## src/pkg/annp_pkg.sv

```systemverilog
// package for the next-page transmit and receive register bank
//------------------------------------------------------------
// Overview of operation
// RULE_01: transmit bit 15 more-pages flag, RW, resets 1
// RULE_02: transmit bit 14 set after three acknowledged bursts
// RULE_03: transmit bit 12 comply acknowledge, RW, resets 0
// RULE_04: transmit bit 11 inverts previous exchanged toggle
// RULE_05: transmit code field RW, resets to null page
// RULE_06: bit 13 selects message or unformatted code
// RULE_07: receive bit 15 shows partner more-pages flag
// RULE_08: receive bit 14 shows partner acknowledge
// RULE_09: receive bit 13 shows partner message page
// RULE_10: receive bit 12 shows partner comply flag
// RULE_11: receive register loads partner page incl. toggle/code
//------------------------------------------------------------
package annp_pkg;

   localparam int ADDR_W = 5;
   localparam int DATA_W = 16;

   //------------------------------------------------------------
   // register offsets
   //------------------------------------------------------------
   localparam logic [ADDR_W-1:0] NEXT_PAGE_TRANSMIT_OFS = 5'h07;
   localparam logic [ADDR_W-1:0] NEXT_PAGE_RECEIVE_OFS  = 5'h08;

   //------------------------------------------------------------
   // field positions
   //------------------------------------------------------------
   localparam int MORE_PAGES_BIT  = 15;
   localparam int ACK_BIT         = 14;
   localparam int MSG_PAGE_BIT    = 13;
   localparam int COMPLY_BIT      = 12;
   localparam int TOGGLE_BIT      = 11;
   localparam int CODE_MSB        = 10;
   localparam int CODE_LSB        = 0;
   localparam int CODE_W          = CODE_MSB - CODE_LSB + 1;

   //------------------------------------------------------------
   // reset values
   //------------------------------------------------------------
   localparam logic              TX_MORE_PAGES_RST = 1'h1;
   localparam logic              TX_MSG_PAGE_RST   = 1'h1;
   localparam logic              TX_COMPLY_RST     = 1'h0;
   localparam logic              TX_TOGGLE_RST     = 1'h0;
   localparam logic              TX_ACK_RST        = 1'h0;
   localparam logic [CODE_W-1:0] TX_CODE_NULL_RST  = 11'h008;
   localparam logic [DATA_W-1:0] RX_PAGE_RST       = 16'h0000;

   // consecutive acknowledged bursts needed before the ack bit reads 1
   localparam logic [1:0]        ACK_BURST_COUNT   = 2'h3;

   //------------------------------------------------------------
   // page word, as carried in both registers and on the link side
   //------------------------------------------------------------
   typedef struct packed {
      logic              more_pages_flag;
      logic              ack;
      logic              message_page_select;
      logic              comply_acknowledge;
      logic              toggle;
      logic [CODE_W-1:0] code;
   } annp_page_s;

   // register bus request
   typedef struct packed {
      logic              wr;
      logic              rd;
      logic [ADDR_W-1:0] addr;
      logic [DATA_W-1:0] wdata;
   } annp_bus_req_s;

endpackage

```

## src/design/annp_regs.sv

```systemverilog
// next-page transmit and receive registers of the auto-negotiation block
`timescale 1ns/1ps

module annp_regs (
   input  wire logic                              clk_i,
   input  wire logic                              rstn_i,
   // register port
   input  wire annp_pkg::annp_bus_req_s           bus_req_i,
   output logic       [annp_pkg::DATA_W-1:0]      rdata_o,
   // arbitration side, same clock
   input  wire logic                              flp_ack_burst_i,
   input  wire logic                              flp_plain_burst_i,
   input  wire logic                              page_exchanged_i,
   input  wire logic                              an_restart_i,
   input  wire logic                              rx_page_load_i,
   input  wire annp_pkg::annp_page_s              rx_page_i,
   output annp_pkg::annp_page_s                   tx_page_o
);

   //------------------------------------------------------------
   // decode helpers
   //------------------------------------------------------------
   function automatic logic hit(input annp_pkg::annp_bus_req_s r,
                                input logic [annp_pkg::ADDR_W-1:0] ofs);
      hit = (r.addr == ofs);
   endfunction

   // saturates, so a long run of acknowledges keeps the flag set
   function automatic logic [1:0] count_up(input logic [1:0] cnt);
      if (cnt == annp_pkg::ACK_BURST_COUNT) begin
         count_up = cnt;
      end else begin
         count_up = cnt + 2'h1;
      end
   endfunction

   //------------------------------------------------------------
   // transmit state
   //------------------------------------------------------------
   logic                        tx_wr;
   logic                        tx_rd;
   logic [1:0]                  burst_cnt_reg;
   logic [1:0]                  burst_cnt_next;
   logic                        ack_reg;
   logic                        ack_next;
   logic                        more_pages_reg;
   logic                        msg_page_reg;
   logic                        comply_reg;
   logic                        toggle_reg;
   logic                        toggle_next;
   logic [annp_pkg::CODE_W-1:0] code_reg;
   annp_pkg::annp_page_s        tx_page;

   //------------------------------------------------------------
   // receive state
   //------------------------------------------------------------
   logic                        rx_rd;
   logic                        rx_more_pages_reg;
   logic                        rx_ack_reg;
   logic                        rx_msg_page_reg;
   logic                        rx_comply_reg;
   logic                        rx_toggle_reg;
   logic [annp_pkg::CODE_W-1:0] rx_code_reg;
   annp_pkg::annp_page_s        rx_page;

   //------------------------------------------------------------
   // read port state
   //------------------------------------------------------------
   logic [annp_pkg::DATA_W-1:0] rdata_next;

   assign tx_wr = bus_req_i.wr && hit(bus_req_i, annp_pkg::NEXT_PAGE_TRANSMIT_OFS);
   assign tx_rd = bus_req_i.rd && hit(bus_req_i, annp_pkg::NEXT_PAGE_TRANSMIT_OFS);
   assign rx_rd = bus_req_i.rd && hit(bus_req_i, annp_pkg::NEXT_PAGE_RECEIVE_OFS);

   //------------------------------------------------------------
   // software-owned transmit fields
   //------------------------------------------------------------
   always_ff @(posedge clk_i or negedge rstn_i) begin
      if (!rstn_i) begin
         more_pages_reg <= annp_pkg::TX_MORE_PAGES_RST;                 // [RULE_01]
      end else if (tx_wr) begin
         more_pages_reg <= bus_req_i.wdata[annp_pkg::MORE_PAGES_BIT];   // [RULE_01]
      end
   end

   always_ff @(posedge clk_i or negedge rstn_i) begin
      if (!rstn_i) begin
         msg_page_reg <= annp_pkg::TX_MSG_PAGE_RST;                     // [RULE_06]
      end else if (tx_wr) begin
         msg_page_reg <= bus_req_i.wdata[annp_pkg::MSG_PAGE_BIT];       // [RULE_06]
      end
   end

   always_ff @(posedge clk_i or negedge rstn_i) begin
      if (!rstn_i) begin
         comply_reg <= annp_pkg::TX_COMPLY_RST;                         // [RULE_03]
      end else if (tx_wr) begin
         comply_reg <= bus_req_i.wdata[annp_pkg::COMPLY_BIT];           // [RULE_03]
      end
   end

   // code meaning follows the message page selector; stored as written
   always_ff @(posedge clk_i or negedge rstn_i) begin
      if (!rstn_i) begin
         code_reg <= annp_pkg::TX_CODE_NULL_RST;                        // [RULE_05]
      end else if (tx_wr) begin
         code_reg <= bus_req_i.wdata[annp_pkg::CODE_MSB:annp_pkg::CODE_LSB]; // [RULE_05]
      end
   end

   //------------------------------------------------------------
   // acknowledge: three acknowledged bursts in a row
   //------------------------------------------------------------
   // a new page written by software restarts the count; a burst arriving
   // in the same cycle still counts, so no acknowledge is lost
   always_comb begin
      burst_cnt_next = burst_cnt_reg;
      ack_next       = ack_reg;
      if (an_restart_i || flp_plain_burst_i) begin
         burst_cnt_next = 2'h0;                                         // [RULE_02]
         ack_next       = 1'b0;
      end else if (flp_ack_burst_i && tx_wr) begin
         burst_cnt_next = 2'h1;
         ack_next       = 1'b0;
      end else if (flp_ack_burst_i) begin
         burst_cnt_next = count_up(burst_cnt_reg);
         ack_next       = count_up(burst_cnt_reg) == annp_pkg::ACK_BURST_COUNT; // [RULE_02]
      end else if (tx_wr) begin
         burst_cnt_next = 2'h0;
         ack_next       = 1'b0;
      end
   end

   always_ff @(posedge clk_i or negedge rstn_i) begin
      if (!rstn_i) begin
         burst_cnt_reg <= 2'h0;
      end else begin
         burst_cnt_reg <= burst_cnt_next;
      end
   end

   always_ff @(posedge clk_i or negedge rstn_i) begin
      if (!rstn_i) begin
         ack_reg <= annp_pkg::TX_ACK_RST;                               // [RULE_02]
      end else begin
         ack_reg <= ack_next;                                           // [RULE_02]
      end
   end

   //------------------------------------------------------------
   // toggle tracks the previously exchanged code word
   //------------------------------------------------------------
   // restart wins over a completed exchange in the same cycle
   always_comb begin
      toggle_next = toggle_reg;
      if (an_restart_i) begin
         toggle_next = annp_pkg::TX_TOGGLE_RST;
      end else if (page_exchanged_i) begin
         toggle_next = ~toggle_reg;                                     // [RULE_04]
      end
   end

   always_ff @(posedge clk_i or negedge rstn_i) begin
      if (!rstn_i) begin
         toggle_reg <= annp_pkg::TX_TOGGLE_RST;                         // [RULE_04]
      end else begin
         toggle_reg <= toggle_next;
      end
   end

   //------------------------------------------------------------
   // receive page, loaded only by the arbitration side
   //------------------------------------------------------------
   always_ff @(posedge clk_i or negedge rstn_i) begin
      if (!rstn_i) begin
         rx_more_pages_reg <= annp_pkg::RX_PAGE_RST[annp_pkg::MORE_PAGES_BIT]; // [RULE_07]
      end else if (rx_page_load_i) begin
         rx_more_pages_reg <= rx_page_i.more_pages_flag;                // [RULE_07]
      end
   end

   always_ff @(posedge clk_i or negedge rstn_i) begin
      if (!rstn_i) begin
         rx_ack_reg <= annp_pkg::RX_PAGE_RST[annp_pkg::ACK_BIT];        // [RULE_08]
      end else if (rx_page_load_i) begin
         rx_ack_reg <= rx_page_i.ack;                                   // [RULE_08]
      end
   end

   always_ff @(posedge clk_i or negedge rstn_i) begin
      if (!rstn_i) begin
         rx_msg_page_reg <= annp_pkg::RX_PAGE_RST[annp_pkg::MSG_PAGE_BIT]; // [RULE_09]
      end else if (rx_page_load_i) begin
         rx_msg_page_reg <= rx_page_i.message_page_select;              // [RULE_09]
      end
   end

   always_ff @(posedge clk_i or negedge rstn_i) begin
      if (!rstn_i) begin
         rx_comply_reg <= annp_pkg::RX_PAGE_RST[annp_pkg::COMPLY_BIT];  // [RULE_10]
      end else if (rx_page_load_i) begin
         rx_comply_reg <= rx_page_i.comply_acknowledge;                 // [RULE_10]
      end
   end

   always_ff @(posedge clk_i or negedge rstn_i) begin
      if (!rstn_i) begin
         rx_toggle_reg <= annp_pkg::RX_PAGE_RST[annp_pkg::TOGGLE_BIT];  // [RULE_11]
      end else if (rx_page_load_i) begin
         rx_toggle_reg <= rx_page_i.toggle;                             // [RULE_11]
      end
   end

   // the partner's code word is kept whole; its meaning is up to software
   always_ff @(posedge clk_i or negedge rstn_i) begin
      if (!rstn_i) begin
         rx_code_reg <= annp_pkg::RX_PAGE_RST[annp_pkg::CODE_MSB:annp_pkg::CODE_LSB]; // [RULE_11]
      end else if (rx_page_load_i) begin
         rx_code_reg <= rx_page_i.code;                                 // [RULE_11]
      end
   end

   //------------------------------------------------------------
   // page assembly
   //------------------------------------------------------------
   always_comb begin
      tx_page.more_pages_flag     = more_pages_reg;
      tx_page.ack                 = ack_reg;
      tx_page.message_page_select = msg_page_reg;
      tx_page.comply_acknowledge  = comply_reg;
      tx_page.toggle              = toggle_reg;
      tx_page.code                = code_reg;
   end

   always_comb begin
      rx_page.more_pages_flag     = rx_more_pages_reg;
      rx_page.ack                 = rx_ack_reg;
      rx_page.message_page_select = rx_msg_page_reg;
      rx_page.comply_acknowledge  = rx_comply_reg;
      rx_page.toggle              = rx_toggle_reg;
      rx_page.code                = rx_code_reg;
   end

   //------------------------------------------------------------
   // read port and transmit page output
   //------------------------------------------------------------
   // unmapped addresses read zero; no read side effects, so software
   // may poll either register without disturbing the exchange
   always_comb begin
      rdata_next = 16'h0000;
      if (tx_rd) begin
         rdata_next = tx_page;
      end else if (rx_rd) begin
         rdata_next = rx_page;                                          // [RULE_07] [RULE_08]
      end
   end

   always_ff @(posedge clk_i or negedge rstn_i) begin
      if (!rstn_i) begin
         rdata_o <= 16'h0000;
      end else begin
         rdata_o <= rdata_next;
      end
   end

   // registered copy: the far side sees each field one cycle late
   always_ff @(posedge clk_i or negedge rstn_i) begin
      if (!rstn_i) begin
         tx_page_o <= annp_pkg::RX_PAGE_RST;
      end else begin
         tx_page_o <= tx_page;
      end
   end

endmodule

```

## config.mk

```make
export PLATFORM = sky130hd
export DESIGN_NAME = annp_regs
export DESIGN_NICKNAME = d
export VERILOG_FILES = /design/src/pkg/annp_pkg.sv /design/src/design/annp_regs.sv
export SDC_FILE = /design/constraint.sdc
export NUM_CORES = 1
export LEC_CHECK = 0
export ABC_AREA = 0
export BUFFER_PORTS_ARGS = -buffer_cell sky130_fd_sc_hd__buf_4
export CORE_UTILIZATION = 50
export DETAILED_ROUTE_END_ITERATION = 16
export GPL_TIMING_DRIVEN = 0
export HOLD_SLACK_MARGIN = 0.06
export PLACE_DENSITY = 0.79
export SYNTH_ARGS = -nofsm -noshare
export SYNTH_HDL_FRONTEND = slang
export SYNTH_SLANG_ARGS = --single-unit
```

## constraint.sdc

```tcl
create_clock -name clk_i -period 2.2 [get_ports clk_i]
set_input_delay 0.66 -clock clk_i [delete_from_list [all_inputs] [get_ports clk_i]]
set_output_delay 0.66 -clock clk_i [all_outputs]
set_load 0.02 [all_outputs]
```

==> summary.txt <==
======================================================================
Outcome                                                   finished, violations left
Failing checks                                            design-rule violations
Final Hold Viols                                                     0
Fmax achieved                                                0.650 GHz
Full die area                                                 5070 um2
Nets                                                               268
P_int                                                          2000 uW
Static leakage                                              0.00160 uW
Width of the die                                               71.2 um
Total number of clock tree sinks                                    66
Antenna violations before repair                                     0
Critical Path AT                                               0.88 ns
Largest regs                                              rdata_o x16, tx_page_o x16
Clock-pin slew on the worst setup and hold paths               0.07 ns
Slew at the pin closest to its max-slew limit                 0.779 ns
Clock tree root buffer cell                               sky130_fd_sc_hd__clkbuf_8
Antenna Nets Post-Route                                              0
CP Cell Sequence                                                 buf_4
Cell variety after synth                                            26
Post-layout minimum cycle time                                 1.54 ns
Cell type of the slowest stage on the worst timing path   sky130_fd_sc_hd__dfrtp_1
Number of H-tree branching levels                                    3
Final routed wire length divided by cell count                 16.8 um
Power share of the sequential group                              53.7%
Cells taking the most area after synthesis                sky130_fd_sc_hd__dfrtp_1 66%, sky130_fd_sc_hd__mux2_2 10%, sky130_fd_sc_hd__mux2_4 5.0%
Synth-to-Final Area Change                                       33.1%
1st-iter DRT viols                                                  69
Cell Pwr Density                                            839 nW/um2
Cell type with the largest total area after synthesis     sky130_fd_sc_hd__dfrtp_1
Startpoint type of the worst setup path                      flip-flop
DRC                                                                  6
Layout cells sized above 1                                       63.0%
Yosys top cell area share                                        65.8%
HPWL reported at the end of detailed placement                 3360 um
Number of global-route vias before repair                         1558
Detailed-route wire length                                     4680 um
Buffer count from post-CTS setup fixing                              0
Maximum buffer depth of the clock tree                               2
Largest stage delay, worst path                                0.39 ns
Tot GR Track Use                                                 21.4%
Placed cell count                                                  263
Resized cells post-CTS                                               0
GP Congestion                                                    0.760
Type of element capturing the critical path                output port
VDD IR-drop max                                             0.000584 V
Net Count, Synth                                                   183
Reported max-cap violation count                                     0
Largest net degree at the start of global routing                   67
Setup Slack @ Placement                                       0.331 ns
Kind of path behind the tightest hold check                   in2async
Height of the chip                                             71.2 um
Core Footprint                                                4470 um2
Via count of the routed design                                    1443
CTS tree                                                         built
Worst path top cell family by delay                         flip-flops
Number of cells produced by synthesis                              137
Avg Synthesized Cell Area                                     17.5 um2
Required time of the worst setup path                          1.54 ns
Count of endpoints failing setup in the final report                 0
Post-Route Setup TNS                                              0 ns
Final setup margin                                            0.662 ns
Count of input and output buffers                                   74
Number of storage elements in the synthesis netlist                 66
Final non-filler cell total                                        279
Per-cell via count in the routed design                           5.17
Max Slew Vio Count                                                   0
Global-route wire length before repair                         7810 um
Period Utilization, post-route                                   69.9%
Cell area after technology mapping                            2390 um2
Number of antenna repair diodes                                      0
Crit path buf inv count                                              1
Part of the power in combinational logic                         14.1%
Worst clock skew                                            0.00570 ns
Standard-cell rows                                                  24
Initial Util                                                     53.5%
Clock latency on the worst-skew pair                           0.33 ns
Maximum fanout encountered on the critical timing path               1
Kind of critical path                                          reg2out
Switching fraction of total power                                25.3%
Cts-stage hold buffer count                                          0
Portion of total power attributed to the clock network           32.2%
Total grt overflow                                                   0
Ports placed on the boundary                                        78
Net switching power figure                                      676 uW
Detailed Routing Iterations Pass 1                                  10
Sequential-to-total area share from yosys stat                   69.1%
Total clock buffers created by CTS                                   9
Synth Warn #                                                         0
Rel. slew slack                                                  48.0%
Unrepaired setup endpoints after global routing                  false
======================================================================
## logic make-up (layout without fill, tap and decap cells)
kind of cell | count (synthesis) | count (layout) | synth area share [%]
DFF | 66 | 66 | 69.1
and+or+nand+nor | 14 | 14 | 5.49
AOI/OAI and AO/OA | 19 | 19 | 7.16
xor gates and xnor gates | 1 | 1 | 0.366
muxes | 31 | 31 | 15.8
buffers and inverters | 6 | 96 | 2.09
## power groups by stage
stage | sequential, uW | clock (uW) | combinational (uW)
6_report | 1440 | 862 | 377
5_1_grt | 1450 | 949 | 404
4_1_cts | 1440 | 885 | 383
3_5_place_dp | 1460 | 0 | 382
3_3_place_gp | 1450 | 0 | 370
2_1_floorplan | 1510 | 0 | 120
## cells in the final DEF (no fill, tap or decap), types with 2 or more instances in the layout
cell,Yosys,layout
sky130_fd_sc_hd__nor3_1,2,2
sky130_fd_sc_hd__clkbuf_8,0,10
sky130_fd_sc_hd__clkinv_2,0,3
sky130_fd_sc_hd__dfstp_2,3,3
sky130_fd_sc_hd__mux2_4,8,8
sky130_fd_sc_hd__buf_2,3,3
sky130_fd_sc_hd__nor2_1,2,2
sky130_fd_sc_hd__a22o_1,6,6
sky130_fd_sc_hd__a22o_2,10,10
sky130_fd_sc_hd__buf_4,0,74
sky130_fd_sc_hd__mux2_2,22,22
sky130_fd_sc_hd__clkinvlp_4,0,2
sky130_fd_sc_hd__dfrtp_1,63,63
sky130_fd_sc_hd__nand2b_1,2,2
## synthesized netlist by cell type, drive strengths merged
cell type,instances
or2,2
mux2i,1
nand2,1
nand4b,1
nor2,4
nand2b,3
a21oi,1
a221oi,1
inv,1
dfstp,3
buf,5
xnor2,1
mux2,30
a22o,16
o21ai,1
dfrtp,63
nor4,1
nor3,2
## area by class of cell
type                            instances  area [um2]
Multi-Input combinational cell         65         689
Tap cell                               52        65.1
Clock inverter                          5        30.0
Buffer                                  5        46.3
Timing Repair Buffer                   74         556
Sequential cell                        66        1660
Inverter                                1        3.75
Clock buffer                           11         141
Fill cell                             297        1290
## per-layer routing
| layer | vias up | global-route usage, % | routed length (um) |
|---|---|---|---|
| met5 | - | 0 | 0 |
| met4 | 0 | 11.3 | 113 |
| met3 | 12 | 6.13 | 260 |
| met2 | 52 | 36.4 | 2530 |
| met1 | 719 | 24.6 | 1780 |
| li1 | 660 | - | - |
## worst paths after layout
| path | from | end | slack (ns) | depth (start not counted) |
|---|---|---|---|---|
| worst min register to register | code_reg[4] | tx_page_o[4] | 0.40 | 0 |
| worst max register to register | burst_cnt_reg[0] | burst_cnt_reg[0] | 1.28 | 2 |
| worst max-delay path | tx_page_o[2] | tx_page_o[2] | 0.66 | 1 |
| worst min-delay path | rstn_i | tx_page_o[13] | 0.40 | 1 |
| max in group asynchronous | rstn_i | tx_page_o[6] | 1.27 | 1 |
| min in group clk_i | code_reg[4] | tx_page_o[4] | 0.40 | 0 |
## per-stage QoR
stage	cell area, um2	utilization [%]	hold WS [ns]	power [uW]
after floorplan	2390	-	0.364	1630
after global placement	3020	67.4	0.384	1820
after detailed placement	3020	67.4	0.388	1840
after CTS	3190	71.2	0.403	2700
after global routing	3190	71.2	0.423	2810
final	3190	71.2	0.401	2670
Power figures use the tool's default switching activity.
